==> src/logic/cbm_map.svh <==
// Register offsets, field positions and sizes of the buffer cache manager
// What this block does
// - Hardware tracks up to 64K blocks per command
// - Drives 16-bit DRAM, 512K bytes, FPM or EDO
// - Blocks are 2.5K or 3K bytes each
// - Blocks laid out linearly, block maps to address
// - Burst of up to 256 blocks, no firmware
// - Each DRQ packet carries largest allowed count
// - Auto cache starts while cached blocks nonzero
// - Auto completion posted when enable bit set
// - Done flag set; interrupt only if masked in
// - Second segment chained after first completes
// - Block numbers run zero to bottom register
// - Host and disc pointers step per block
// - Pointers wrap to zero past bottom block; 8-bit disc pointer past 255 at most
// - Mode bit picks physical or block addressing
// - Block mode: block number plus 16-bit offset
// - Start bits launch one read or write
// - Busy held while access pending; firmware waits
// - Space past bottom block is system area
// - System area transfers ignore block boundaries
// - Byte transfer done only after full length
`ifndef CBM_MAP_SVH
`define CBM_MAP_SVH
// ==================================================
// Register offsets
`define CBM_A_TSEQ 8'h0F
`define CBM_A_STAT 8'h10
`define CBM_A_MASK 8'h12
`define CBM_A_VCNT_L 8'h14
`define CBM_A_VCNT_H 8'h15
`define CBM_A_TOT_L 8'h16
`define CBM_A_TOT_H 8'h17
`define CBM_A_BLEN_L 8'h18
`define CBM_A_BLEN_H 8'h19
`define CBM_A_HPTR_L 8'h1A
`define CBM_A_HPTR_H 8'h1B
`define CBM_A_S1OFF_L 8'h1C
`define CBM_A_S1OFF_H 8'h1D
`define CBM_A_S1LEN_L 8'h1E
`define CBM_A_S1LEN_H 8'h1F
`define CBM_A_S2OFF_L 8'h20
`define CBM_A_S2OFF_H 8'h21
`define CBM_A_S2LEN_L 8'h22
`define CBM_A_S2LEN_H 8'h23
`define CBM_A_ADR_L 8'h24
`define CBM_A_ADR_M 8'h25
`define CBM_A_ADR_H 8'h26
`define CBM_A_DATA 8'h28
`define CBM_A_ACTL 8'h29
`define CBM_A_BOT_L 8'h2C
`define CBM_A_BOT_H 8'h2D
`define CBM_A_DPTR 8'h38
// ==================================================
// Field positions
`define CBM_B_AUTO 7
`define CBM_B_POST 6
`define CBM_B_SYS 0
`define CBM_B_DONE 7
`define CBM_B_RD 0
`define CBM_B_WR 1
`define CBM_B_MODE 2
`define CBM_B_BUSY 7
// ==================================================
// Sizes and limits
`define CBM_BURST_MAX 9'h100
`define CBM_PKT_MAX 20'h0FFFE
`endif

==> src/logic/cbm_pkg.sv <==
// Types shared by the buffer cache manager
package cbm_pkg;
  // Host transfer engine states
  typedef enum logic [1:0] {ST_IDLE, ST_XFER, ST_DONE} cbm_state_t;
  // Current owner of the DRAM port
  typedef enum logic [1:0] {OWN_NONE, OWN_CPU, OWN_HOST} cbm_owner_t;
endpackage

==> src/logic/cbm_top.sv <==
// Buffer cache manager: host transfer engine, CPU DRAM access, FIFO
`timescale 1ns/100ps
`include "cbm_map.svh"

// ==================================================
// Output FIFO between DRAM reads and the host port
module cbm_fifo #(
  parameter int W = 16,
  parameter int D = 16
) (
  input wire logic clk_in, // Clock
  input wire logic rst_n_in, // Synchronised reset
  input wire logic ce_in, // Clock enable
  input wire logic in_valid_in, // Write request
  output logic in_ready_out, // Room left
  input wire logic [W-1:0] in_data_in, // Write data
  output logic out_valid_out, // Data present
  input wire logic out_ready_in, // Reader takes word
  output logic [W-1:0] out_data_out // Head word
);
  localparam int AW = $clog2(D);
  logic [W-1:0] mem_q [D]; // Storage
  logic [AW-1:0] wr_q; // Write index
  logic [AW-1:0] rd_q; // Read index
  logic [AW:0] cnt_q; // Fill level
  wire push = in_valid_in && in_ready_out;
  wire pop = out_valid_out && out_ready_in;
  assign in_ready_out = (cnt_q != (AW+1)'(D));
  assign out_valid_out = (cnt_q != '0);
  assign out_data_out = mem_q[rd_q];

  // Storage needs no reset; the count guards it
  always_ff @(posedge clk_in) begin
    if (ce_in && push) begin
      mem_q[wr_q] <= in_data_in;
    end
  end

  // Pointers and fill level
  always_ff @(posedge clk_in or negedge rst_n_in) begin
    if (!rst_n_in) begin
      wr_q <= '0;
      rd_q <= '0;
      cnt_q <= '0;
    end else if (ce_in) begin
      if (push) wr_q <= AW'(wr_q + 1'b1);
      if (pop) rd_q <= AW'(rd_q + 1'b1);
      cnt_q <= (AW+1)'(cnt_q + push - pop);
    end
  end
endmodule

// ==================================================
// Top level
module cbm_top import cbm_pkg::*; (
  input wire logic core_clk_in, // 100 MHz clock
  input wire logic arst_n_in, // Async reset, active low
  input wire logic ce_in, // Clock enable
  input wire logic block_size_3k_in, // 1: 3K blocks, 0: 2.5K
  input wire logic edo_mode_in, // 1: EDO DRAM, 0: fast page
  input wire logic [7:0] reg_addr_in, // Register offset
  input wire logic reg_wr_in, // Register write strobe
  input wire logic reg_rd_in, // Register read strobe
  input wire logic [7:0] reg_wdata_in, // Write data
  output logic [7:0] reg_rdata_out, // Read data, next cycle
  input wire logic disc_block_done_in, // One block stored from disc
  output logic dram_req_out, // DRAM access request
  output logic dram_we_out, // 1: write
  output logic [18:0] dram_addr_out, // Byte address
  output logic [1:0] dram_be_out, // Byte lanes
  output logic [15:0] dram_wdata_out, // Write data
  input wire logic dram_ack_in, // Access done
  input wire logic [15:0] dram_rdata_in, // Read data with ack
  output logic dram_edo_out, // DRAM type to the timing logic
  output logic host_valid_out, // Host word available
  output logic [15:0] host_data_out, // Host word
  input wire logic host_ready_in, // Host takes word
  output logic packet_start_out, // New DRQ packet pulse
  output logic [15:0] packet_bytes_out, // Packet byte count
  output logic completion_post_out, // Completion status pulse
  output logic cpu_irq_out // Microprocessor interrupt
);
  // ==================================================
  // Reset synchroniser
  logic rs1_q; // First stage
  logic rst_n; // Released copy
  always_ff @(posedge core_clk_in or negedge arst_n_in) begin
    if (!arst_n_in) begin
      rs1_q <= 1'b0;
      rst_n <= 1'b0;
    end else begin
      rs1_q <= 1'b1;
      rst_n <= rs1_q;
    end
  end

  // ==================================================
  // Linear block to byte address; 2.5K = 2K+512, 3K = 2K+1K
  function automatic logic [18:0] block_base(input logic [15:0] blk,
                                             input logic big);
    logic [18:0] b;
    b = {blk[7:0], 11'h000};
    block_base = big ? 19'(b + {blk[8:0], 10'h000})
                     : 19'(b + {blk[9:0], 9'h000});
  endfunction

  // ==================================================
  // Registers
  logic [7:0] tseq_q; // Transfer sequence command
  logic done_q; // Transfer finished flag
  logic [7:0] mask_q; // Interrupt mask
  logic [15:0] vcnt_q; // Cached blocks ready
  logic [15:0] tot_q; // Overall blocks remaining
  logic [15:0] blen_q; // Burst block length
  logic [15:0] hptr_q; // Host block pointer
  logic [15:0] s1off_q, s1len_q, s2off_q, s2len_q; // Segments
  logic [23:0] cadr_q; // CPU DRAM address
  logic [7:0] cdat_q; // CPU data port
  logic mode_q; // 1: block addressing mode
  logic cpend_q; // CPU access pending
  logic cwr_q; // Pending access is a write
  logic [15:0] bot_q; // Last data block
  logic [7:0] dptr_q; // Disc block pointer
  // Engine state
  cbm_state_t st_q;
  cbm_owner_t own_q; // DRAM owner while req is up
  logic seg2_q; // Working on second segment
  logic sys_q; // System area byte transfer
  logic [18:0] xadr_q; // Next host read address
  logic [15:0] sleft_q; // Bytes left in segment
  logic [8:0] bblk_q; // Blocks left in burst
  logic [19:0] bbytes_q; // Bytes left in burst
  logic [15:0] pleft_q; // Bytes left in DRQ packet
  logic post_q; // Completion pulse

  // ==================================================
  // Decode
  wire wr = reg_wr_in;
  wire [7:0] a = reg_addr_in;
  wire [15:0] hptr_inc = 16'(hptr_q + 1'b1);
  wire [15:0] bot_p1 = 16'(bot_q + 1'b1);
  wire [15:0] hptr_nx = (hptr_inc == bot_p1) ? 16'h0000 : hptr_inc;
  wire [7:0] dptr_inc = 8'(dptr_q + 1'b1);
  wire [7:0] dptr_nx = ({8'h00, dptr_inc} == bot_p1) ? 8'h00 : dptr_inc;
  wire [18:0] sys_base = block_base(bot_p1, block_size_3k_in);
  wire [18:0] cpu_adr = mode_q
      ? 19'(block_base({8'h00, cadr_q[23:16]}, block_size_3k_in)
            + cadr_q[15:0])
      : cadr_q[18:0];
  wire [16:0] blk_bytes = 17'(s1len_q + s2len_q);
  wire [8:0] burst_req = (blen_q == 16'h0000 || blen_q > 16'h0100)
      ? `CBM_BURST_MAX : blen_q[8:0];
  wire [8:0] burst_v = (vcnt_q < 16'(burst_req)) ? vcnt_q[8:0] : burst_req;
  wire [8:0] burst_n = (tot_q < 16'(burst_v)) ? tot_q[8:0] : burst_v;
  wire sys_go = tseq_q[`CBM_B_SYS];
  wire auto_go = tseq_q[`CBM_B_AUTO] && vcnt_q != 0 && tot_q != 0;
  wire fifo_rdy; // FIFO has room
  wire host_want = st_q == ST_XFER && pleft_q != 0 && fifo_rdy;
  wire idle_port = own_q == OWN_NONE;
  wire cpu_take = idle_port && cpend_q; // CPU wins a free port
  wire host_take = idle_port && !cpend_q && host_want;
  wire word_done = dram_ack_in && own_q == OWN_HOST;
  wire cpu_done = dram_ack_in && own_q == OWN_CPU;
  wire [15:0] step = (sleft_q >= 16'h0002) ? 16'h0002 : sleft_q;
  wire seg_end = word_done && sleft_q == step;
  wire chain = seg_end && !sys_q && !seg2_q && s2len_q != 0;
  wire blk_done = seg_end && !sys_q && !chain;
  wire last_blk = blk_done && (tot_q == 16'h0001 || bblk_q == 9'h001);
  wire fin = (seg_end && sys_q) || (blk_done && tot_q == 16'h0001);
  wire pkt_go = st_q == ST_XFER && pleft_q == 0 && bbytes_q != 0;
  wire [19:0] pkt_n = (bbytes_q > `CBM_PKT_MAX) ? `CBM_PKT_MAX : bbytes_q;

  // ==================================================
  // Configuration registers written by firmware only; dram_edo_out follows edo_mode_in
  always_ff @(posedge core_clk_in or negedge rst_n) begin
    if (!rst_n) begin
      mask_q <= 8'h00;
      blen_q <= 16'h0000;
      s1off_q <= 16'h0000;
      s1len_q <= 16'h0000;
      s2off_q <= 16'h0000;
      s2len_q <= 16'h0000;
      cadr_q <= 24'h000000;
      bot_q <= 16'h0000;
      mode_q <= 1'b0;
      dram_edo_out <= 1'b0;
    end else if (ce_in) begin
      dram_edo_out <= edo_mode_in;
      if (wr) begin
        case (a)
          `CBM_A_MASK: mask_q <= reg_wdata_in;
          `CBM_A_BLEN_L: blen_q[7:0] <= reg_wdata_in;
          `CBM_A_BLEN_H: blen_q[15:8] <= reg_wdata_in;
          `CBM_A_S1OFF_L: s1off_q[7:0] <= reg_wdata_in;
          `CBM_A_S1OFF_H: s1off_q[15:8] <= reg_wdata_in;
          `CBM_A_S1LEN_L: s1len_q[7:0] <= reg_wdata_in;
          `CBM_A_S1LEN_H: s1len_q[15:8] <= reg_wdata_in;
          `CBM_A_S2OFF_L: s2off_q[7:0] <= reg_wdata_in;
          `CBM_A_S2OFF_H: s2off_q[15:8] <= reg_wdata_in;
          `CBM_A_S2LEN_L: s2len_q[7:0] <= reg_wdata_in;
          `CBM_A_S2LEN_H: s2len_q[15:8] <= reg_wdata_in;
          `CBM_A_ADR_L: cadr_q[7:0] <= reg_wdata_in;
          `CBM_A_ADR_M: cadr_q[15:8] <= reg_wdata_in;
          `CBM_A_ADR_H: cadr_q[23:16] <= reg_wdata_in;
          `CBM_A_BOT_L: bot_q[7:0] <= reg_wdata_in;
          `CBM_A_BOT_H: bot_q[15:8] <= reg_wdata_in;
          `CBM_A_ACTL: mode_q <= reg_wdata_in[`CBM_B_MODE];
          default: ;
        endcase
      end
    end
  end

  // ==================================================
  // Counters and pointers shared with hardware; firmware write wins, except on the done flag
  always_ff @(posedge core_clk_in or negedge rst_n) begin
    if (!rst_n) begin
      tseq_q <= 8'h00;
      vcnt_q <= 16'h0000;
      tot_q <= 16'h0000;
      hptr_q <= 16'h0000;
      dptr_q <= 8'h00;
      done_q <= 1'b0;
    end else if (ce_in) begin
      // Start bit for system transfers clears itself once taken
      if (wr && a == `CBM_A_TSEQ) tseq_q <= reg_wdata_in;
      else if (st_q == ST_IDLE && sys_go) tseq_q[`CBM_B_SYS] <= 1'b0;
      // Disc adds a block, host delivery removes one
      if (wr && a == `CBM_A_VCNT_L) vcnt_q[7:0] <= reg_wdata_in;
      else if (wr && a == `CBM_A_VCNT_H) vcnt_q[15:8] <= reg_wdata_in;
      else vcnt_q <= 16'(vcnt_q + disc_block_done_in - blk_done);
      if (wr && a == `CBM_A_TOT_L) tot_q[7:0] <= reg_wdata_in;
      else if (wr && a == `CBM_A_TOT_H) tot_q[15:8] <= reg_wdata_in;
      else if (blk_done) tot_q <= 16'(tot_q - 1'b1);
      if (wr && a == `CBM_A_HPTR_L) hptr_q[7:0] <= reg_wdata_in;
      else if (wr && a == `CBM_A_HPTR_H) hptr_q[15:8] <= reg_wdata_in;
      else if (blk_done) hptr_q <= hptr_nx;
      if (wr && a == `CBM_A_DPTR) dptr_q <= reg_wdata_in;
      else if (disc_block_done_in) dptr_q <= dptr_nx;
      // Set wins over write-one-to-clear
      if (fin) done_q <= 1'b1;
      else if (wr && a == `CBM_A_STAT && reg_wdata_in[`CBM_B_DONE])
        done_q <= 1'b0;
    end
  end

  // ==================================================
  // CPU DRAM access: one byte cycle per start bit
  always_ff @(posedge core_clk_in or negedge rst_n) begin
    if (!rst_n) begin
      cpend_q <= 1'b0;
      cwr_q <= 1'b0;
      cdat_q <= 8'h00;
    end else if (ce_in) begin
      if (cpu_done) begin
        cpend_q <= 1'b0;
        if (!cwr_q) cdat_q <= cpu_adr[0] ? dram_rdata_in[15:8]
                                         : dram_rdata_in[7:0];
      end else if (wr && a == `CBM_A_DATA && !cpend_q) begin
        cdat_q <= reg_wdata_in; // Ignored while busy
      end
      if (wr && a == `CBM_A_ACTL && !cpend_q &&
          (reg_wdata_in[`CBM_B_RD] || reg_wdata_in[`CBM_B_WR])) begin
        cpend_q <= 1'b1;
        cwr_q <= reg_wdata_in[`CBM_B_WR];
      end
    end
  end

  // ==================================================
  // DRAM port: request held until ack
  always_ff @(posedge core_clk_in or negedge rst_n) begin
    if (!rst_n) begin
      own_q <= OWN_NONE;
      dram_req_out <= 1'b0;
      dram_we_out <= 1'b0;
      dram_addr_out <= 19'h00000;
      dram_be_out <= 2'h0;
      dram_wdata_out <= 16'h0000;
    end else if (ce_in) begin
      if (dram_ack_in) begin
        own_q <= OWN_NONE;
        dram_req_out <= 1'b0;
      end else if (cpu_take) begin
        own_q <= OWN_CPU;
        dram_req_out <= 1'b1;
        dram_we_out <= cwr_q;
        dram_addr_out <= cpu_adr;
        dram_be_out <= cpu_adr[0] ? 2'h2 : 2'h1;
        dram_wdata_out <= {cdat_q, cdat_q};
      end else if (host_take) begin
        own_q <= OWN_HOST;
        dram_req_out <= 1'b1;
        dram_we_out <= 1'b0;
        dram_addr_out <= {xadr_q[18:1], 1'b0};
        dram_be_out <= 2'h3;
      end
    end
  end

  // ==================================================
  // Host transfer engine
  always_ff @(posedge core_clk_in or negedge rst_n) begin
    if (!rst_n) begin
      st_q <= ST_IDLE;
      seg2_q <= 1'b0;
      sys_q <= 1'b0;
      xadr_q <= 19'h00000;
      sleft_q <= 16'h0000;
      bblk_q <= 9'h000;
      bbytes_q <= 20'h00000;
    end else if (ce_in) begin
      case (st_q)
        ST_IDLE: begin
          seg2_q <= 1'b0;
          if (sys_go) begin
            sys_q <= 1'b1;
            xadr_q <= 19'(sys_base + s1off_q);
            sleft_q <= s1len_q;
            bbytes_q <= {4'h0, s1len_q};
            st_q <= ST_XFER;
          end else if (auto_go) begin
            sys_q <= 1'b0;
            xadr_q <= 19'(block_base(hptr_q, block_size_3k_in) + s1off_q);
            sleft_q <= s1len_q;
            bblk_q <= burst_n;
            bbytes_q <= 20'(burst_n * blk_bytes);
            st_q <= ST_XFER;
          end
        end
        ST_XFER: begin
          if (word_done) begin
            xadr_q <= 19'(xadr_q + step);
            sleft_q <= 16'(sleft_q - step);
            bbytes_q <= 20'(bbytes_q - step);
          end
          if (chain) begin
            seg2_q <= 1'b1;
            xadr_q <= 19'(block_base(hptr_q, block_size_3k_in) + s2off_q);
            sleft_q <= s2len_q;
          end else if (fin) begin
            st_q <= ST_DONE;
          end else if (last_blk) begin
            st_q <= ST_IDLE; // Burst over, re-check the cache
          end else if (blk_done) begin
            seg2_q <= 1'b0;
            bblk_q <= 9'(bblk_q - 1'b1);
            xadr_q <= 19'(block_base(hptr_nx, block_size_3k_in) + s1off_q);
            sleft_q <= s1len_q;
          end
        end
        ST_DONE: st_q <= ST_IDLE;
        default: st_q <= ST_IDLE;
      endcase
    end
  end

  // ==================================================
  // DRQ packets, completion and register readback
  always_ff @(posedge core_clk_in or negedge rst_n) begin
    if (!rst_n) begin
      pleft_q <= 16'h0000;
      packet_start_out <= 1'b0;
      packet_bytes_out <= 16'h0000;
      post_q <= 1'b0;
      reg_rdata_out <= 8'h00;
    end else if (ce_in) begin
      packet_start_out <= pkt_go;
      if (pkt_go) begin
        pleft_q <= pkt_n[15:0];
        packet_bytes_out <= pkt_n[15:0];
      end else if (word_done) begin
        pleft_q <= (pleft_q > step) ? 16'(pleft_q - step) : 16'h0000;
      end
      post_q <= fin && tseq_q[`CBM_B_POST];
      if (reg_rd_in) begin
        case (a)
          `CBM_A_TSEQ: reg_rdata_out <= tseq_q;
          `CBM_A_STAT: reg_rdata_out <= {done_q, 7'h00};
          `CBM_A_MASK: reg_rdata_out <= mask_q;
          `CBM_A_VCNT_L: reg_rdata_out <= vcnt_q[7:0];
          `CBM_A_VCNT_H: reg_rdata_out <= vcnt_q[15:8];
          `CBM_A_TOT_L: reg_rdata_out <= tot_q[7:0];
          `CBM_A_TOT_H: reg_rdata_out <= tot_q[15:8];
          `CBM_A_BLEN_L: reg_rdata_out <= blen_q[7:0];
          `CBM_A_BLEN_H: reg_rdata_out <= blen_q[15:8];
          `CBM_A_HPTR_L: reg_rdata_out <= hptr_q[7:0];
          `CBM_A_HPTR_H: reg_rdata_out <= hptr_q[15:8];
          `CBM_A_S1OFF_L: reg_rdata_out <= s1off_q[7:0];
          `CBM_A_S1OFF_H: reg_rdata_out <= s1off_q[15:8];
          `CBM_A_S1LEN_L: reg_rdata_out <= s1len_q[7:0];
          `CBM_A_S1LEN_H: reg_rdata_out <= s1len_q[15:8];
          `CBM_A_S2OFF_L: reg_rdata_out <= s2off_q[7:0];
          `CBM_A_S2OFF_H: reg_rdata_out <= s2off_q[15:8];
          `CBM_A_S2LEN_L: reg_rdata_out <= s2len_q[7:0];
          `CBM_A_S2LEN_H: reg_rdata_out <= s2len_q[15:8];
          `CBM_A_ADR_L: reg_rdata_out <= cadr_q[7:0];
          `CBM_A_ADR_M: reg_rdata_out <= cadr_q[15:8];
          `CBM_A_ADR_H: reg_rdata_out <= cadr_q[23:16];
          `CBM_A_DATA: reg_rdata_out <= cdat_q;
          `CBM_A_ACTL: reg_rdata_out <= {cpend_q, 4'h0, mode_q, 2'h0};
          `CBM_A_BOT_L: reg_rdata_out <= bot_q[7:0];
          `CBM_A_BOT_H: reg_rdata_out <= bot_q[15:8];
          `CBM_A_DPTR: reg_rdata_out <= dptr_q;
          default: reg_rdata_out <= 8'h00; // Unmapped reads zero
        endcase
      end
    end
  end
  assign completion_post_out = post_q;
  assign cpu_irq_out = done_q && mask_q[`CBM_B_DONE];

  // ==================================================
  // Read words queue here so a slow host stalls DRAM reads
  cbm_fifo #(.W(16), .D(16)) u_fifo (
    .clk_in(core_clk_in),
    .rst_n_in(rst_n),
    .ce_in(ce_in),
    .in_valid_in(word_done),
    .in_ready_out(fifo_rdy),
    .in_data_in(dram_rdata_in),
    .out_valid_out(host_valid_out),
    .out_ready_in(host_ready_in),
    .out_data_out(host_data_out)
  );
endmodule

==> config.mk <==
export PLATFORM = sky130hd
export DESIGN_NAME = cbm_top
export DESIGN_NICKNAME = d
export VERILOG_FILES = /design/src/logic/cbm_pkg.sv /design/src/logic/cbm_top.sv
export VERILOG_INCLUDE_DIRS = /design/src /design/src/logic
export SDC_FILE = /design/constraint.sdc
export NUM_CORES = 2
export LEC_CHECK = 0
export BUFFER_PORTS_ARGS = -buffer_cell sky130_fd_sc_hd__buf_2
export CORE_AREA = 3 3 321 323
export CTS_BUF_LIST = sky130_fd_sc_hd__clkbuf_2
export DETAILED_ROUTE_END_ITERATION = 8
export DIE_AREA = 0 0 324 326
export GPL_ROUTABILITY_DRIVEN = 0
export SLEW_MARGIN = 15
export SYNTH_ARGS = -nofsm -noshare
export SYNTH_HDL_FRONTEND = slang
export SYNTH_SLANG_ARGS = --single-unit
==> constraint.sdc <==
create_clock -name core_clk_in -period 17.6 [get_ports core_clk_in]
set_input_delay 1.76 -clock core_clk_in [delete_from_list [all_inputs] [get_ports core_clk_in]]
set_output_delay 1.76 -clock core_clk_in [all_outputs]
set_load 0.1 [all_outputs]
==> results.yml <==
run_status:
  status: "finished, final reports clean"
floorplanning:
  dieWidth_um: 324
  start_util_pct: 40.1
  num_rows: 116
  core_area_mm2: 0.100
  die_area_mm2: 0.106
  io_pins: 126
  die_h_um: 326
setup_path:
  cp.buffers_inverters: 4
  cp_slowest_cell: "a2111oi_0"
  critical_path.max_stage_delay_ps: 600
  path_depth: 40
  endpoint_kind: "register"
  cp_data_required_time_ps: 18900
  critical_path_class: "reg2reg"
  reg2regPathDepth: 40
  crit_family: "compound AO/OA/AOI/OAI gates"
  arrival_ps: 12980
  cp-start-kind: "register"
  cp_max_fo: 16
synthesis:
  synth-edff-count: 256
  syn_area_mm2: 0.0402
  synthArstFlopShare_pct: 58.6
  synth_warnings: 0
  ys_seq_elements: 619
  synth.avg_cell_area_um2: 9.92
  synth.distinct_cells: 77
  synth-main-ff-cell: "dfrtp_1"
  syn_inst: 4051
  yosysSeqAreaShare_pct: 41.7
global_routing:
  antenna_found_initial: 5
  gr-total-overflow: 0
  grt_pass1_vias: 30800
  grt_max_degree: 170
  grt_pass1_wl_mm: 192
  grt_usage_pct: 23.7
pwr:
  p_leak_nw: 19.4
  power_density_mw_per_mm2: 127
  vdd_drop_max_mv: 0.195
detailed_routing:
  ant_nets: 0
  dr.pass1.iters: 8
  drc_errors: 0
  route.detailed.wl_per_inst_um: 22.1
  drt-initial-drc-count: 3052
  viasPerCell: 5.68
  drt-total-wl_mm: 125
  vias: 32200
sta:
  slew_viol_final: 0
  max_clock_freq_mhz: 85.7
  fin_crit_ps: 11670
  tightest_slew_ps: 1110
  maxSlewHeadroom_pct: 25.8
  finalHoldViolCount: 0
  timing.setup.tns_ps: 0
  fin_skew_ps: 121
  finalCritPeriodShare_pct: 66.3
  setup_violations: 0
  hold_ws_ps: 318
  rsz0062_at_grt: "no"
final_layout:
  drive_above_1_share_pct: 15.7
  area_growth_pct: 9.16
  final_nets: 4607
hold_path:
  min_delay_path_depth: 0
  hold_class: "reg2reg"
clock_network:
  insertion_delay_ps: 1440
  cts_setup_buffers: 0
  tritoncts: "built"
  cts_buffer_depth: 3
  cts.sinks: 619
  path_clk_slew_ps: 90
  numCtsBuffers: 171
  root_buffer: "clkbuf_2"
  htreeDepth: 4
placement:
  dp_hpwl_mm: 89.8
  port_buffers: 125
run:
  maxCapViolations: 0
-- state kept, by name, summed over array words and instances, names as in the netlist, 19 cells and up --
signal,count
u_fifo.mem_q,256
xadr_q,19
bbytes_q,20
cadr_q,24
dram_addr_out,19
-- per-stage QoR --
step                      power [mW]  area (um^2)  utilization (%)  cells  worst slack, ps
after floorplan                 3.94        40400                -   4093             6730
after global placement          4.54        42300             42.3   5373             6550
after detailed placement        4.56        42300             42.3   5373             6240
after CTS                       5.63        43900             43.8   5664             6170
after global routing            5.99        43900             43.8   5667             5280
final                           5.59        43900             43.8   5667             5930
-- worst register-to-register path: cells and delay by family, from the launching register on --
| family | cells | cell delay (ps) |
|---|---|---|
| compound gates | 17 | 5320 |
| fa+ha+maj | 7 | 2900 |
| simple gates | 8 | 1960 |
| xor+xnor | 4 | 720 |
| flops | 1 | 400 |
| buf+inv | 4 | 240 |
-- worst paths after layout --
| kind | from | end | slack, ps |
|---|---|---|---|
| min reg2reg | rs1_q | rst_n | 320 |
| max in group asynchronous | rst_n | pleft_q[11] | 15670 |
| max | blen_q[13] | bbytes_q[19] | 5930 |
| min | rs1_q | rst_n | 320 |
| min in group asynchronous | rst_n | tseq_q[3] | 330 |
| max reg2reg | blen_q[13] | bbytes_q[19] | 5930 |
-- cell type report --
cell class / count / area, um^2
diodes: 2 / 5.00
multi-input cells: 3020 / 21900
flip-flops and latches: 619 / 16800
inverters: 256 / 961
fillers: 9823 / 56300
repair buffers: 182 / 1070
clock buffers: 236 / 1180
well taps: 1298 / 1620
clock inverters: 54 / 344
-- synth_stat cells, drive strengths merged, types with 105 or more instances --
cell,n,area [um^2]
xnor2,145,1270
fa,107,2140
inv,255,957
mux2,169,1900
ha,208,2600
nand2,408,1530
edfxtp,256,7690
clkbuf,169,636
nor2,332,1250
dfrtp,363,9080
o21ai,315,1580
mux2i,105,1080
a21oi,259,1310
-- where the power goes --
part           switching [mW]  internal, mW
Sequential              0.293          1.69
Clock                   0.646         0.403
Combinational            1.71         0.854
-- logic make-up (layout without fill, tap and decap cells) --
group                    after synthesis  count (layout)  share of synthesized area [%]
AND/OR/NAND/NOR                     1164            1164                           13.2
AO/OA/AOI/OAI                        972             972                           14.9
flip-flops                           619             619                           41.7
buffers and inverters                454             728                           4.35
adder cells (fa/ha/maj)              315             315                           11.8
multiplexers                         306             306                           9.20
XOR/XNOR                             219             219                           4.81
other                                  2              46                         0.0187
-- cells in the final DEF, fill, tap and decap left out, types with 36 or more instances in the layout --
| cell | Yosys | final |
|---|---|---|
| a21o_1 | 58 | 58 |
| a21oi_1 | 257 | 257 |
| a221oi_1 | 37 | 37 |
| a22oi_1 | 67 | 67 |
| buf_2 | 2 | 125 |
| buf_4 | 9 | 54 |
| clkbuf_2 | 1 | 236 |
| clkinv_1 | 1 | 36 |
| conb_1 | 2 | 44 |
| dfrtp_1 | 363 | 360 |
| edfxtp_1 | 256 | 256 |
| fa_1 | 107 | 107 |
| ha_1 | 208 | 208 |
| inv_1 | 255 | 255 |
| mux2_2 | 169 | 169 |
| mux2i_1 | 103 | 103 |
| nand2_1 | 408 | 407 |
| nand2b_1 | 48 | 48 |
| nand3_1 | 78 | 78 |
| nand4_1 | 36 | 36 |
| nor2_1 | 332 | 323 |
| nor2b_1 | 51 | 49 |
| nor3_1 | 71 | 66 |
| o21ai_0 | 310 | 310 |
| xnor2_1 | 145 | 145 |
| xor2_1 | 73 | 73 |
-- layer usage --
layer	vias to the layer above	routed length, um	global-route usage (%)
met5	-	23	0
met1	15700	56900	34.5
met4	4	4110	8.29
met2	1294	54300	35.2
li1	14900	-	-
met3	248	10200	4.41
-- what timing repair did --
item / 4_1_cts / 5_1_grt
gates resized for setup: 0 / 0
hold endpoints to repair: 1 / 0
hold buffers: 1 / 0
Power figures use the tool's default switching activity.
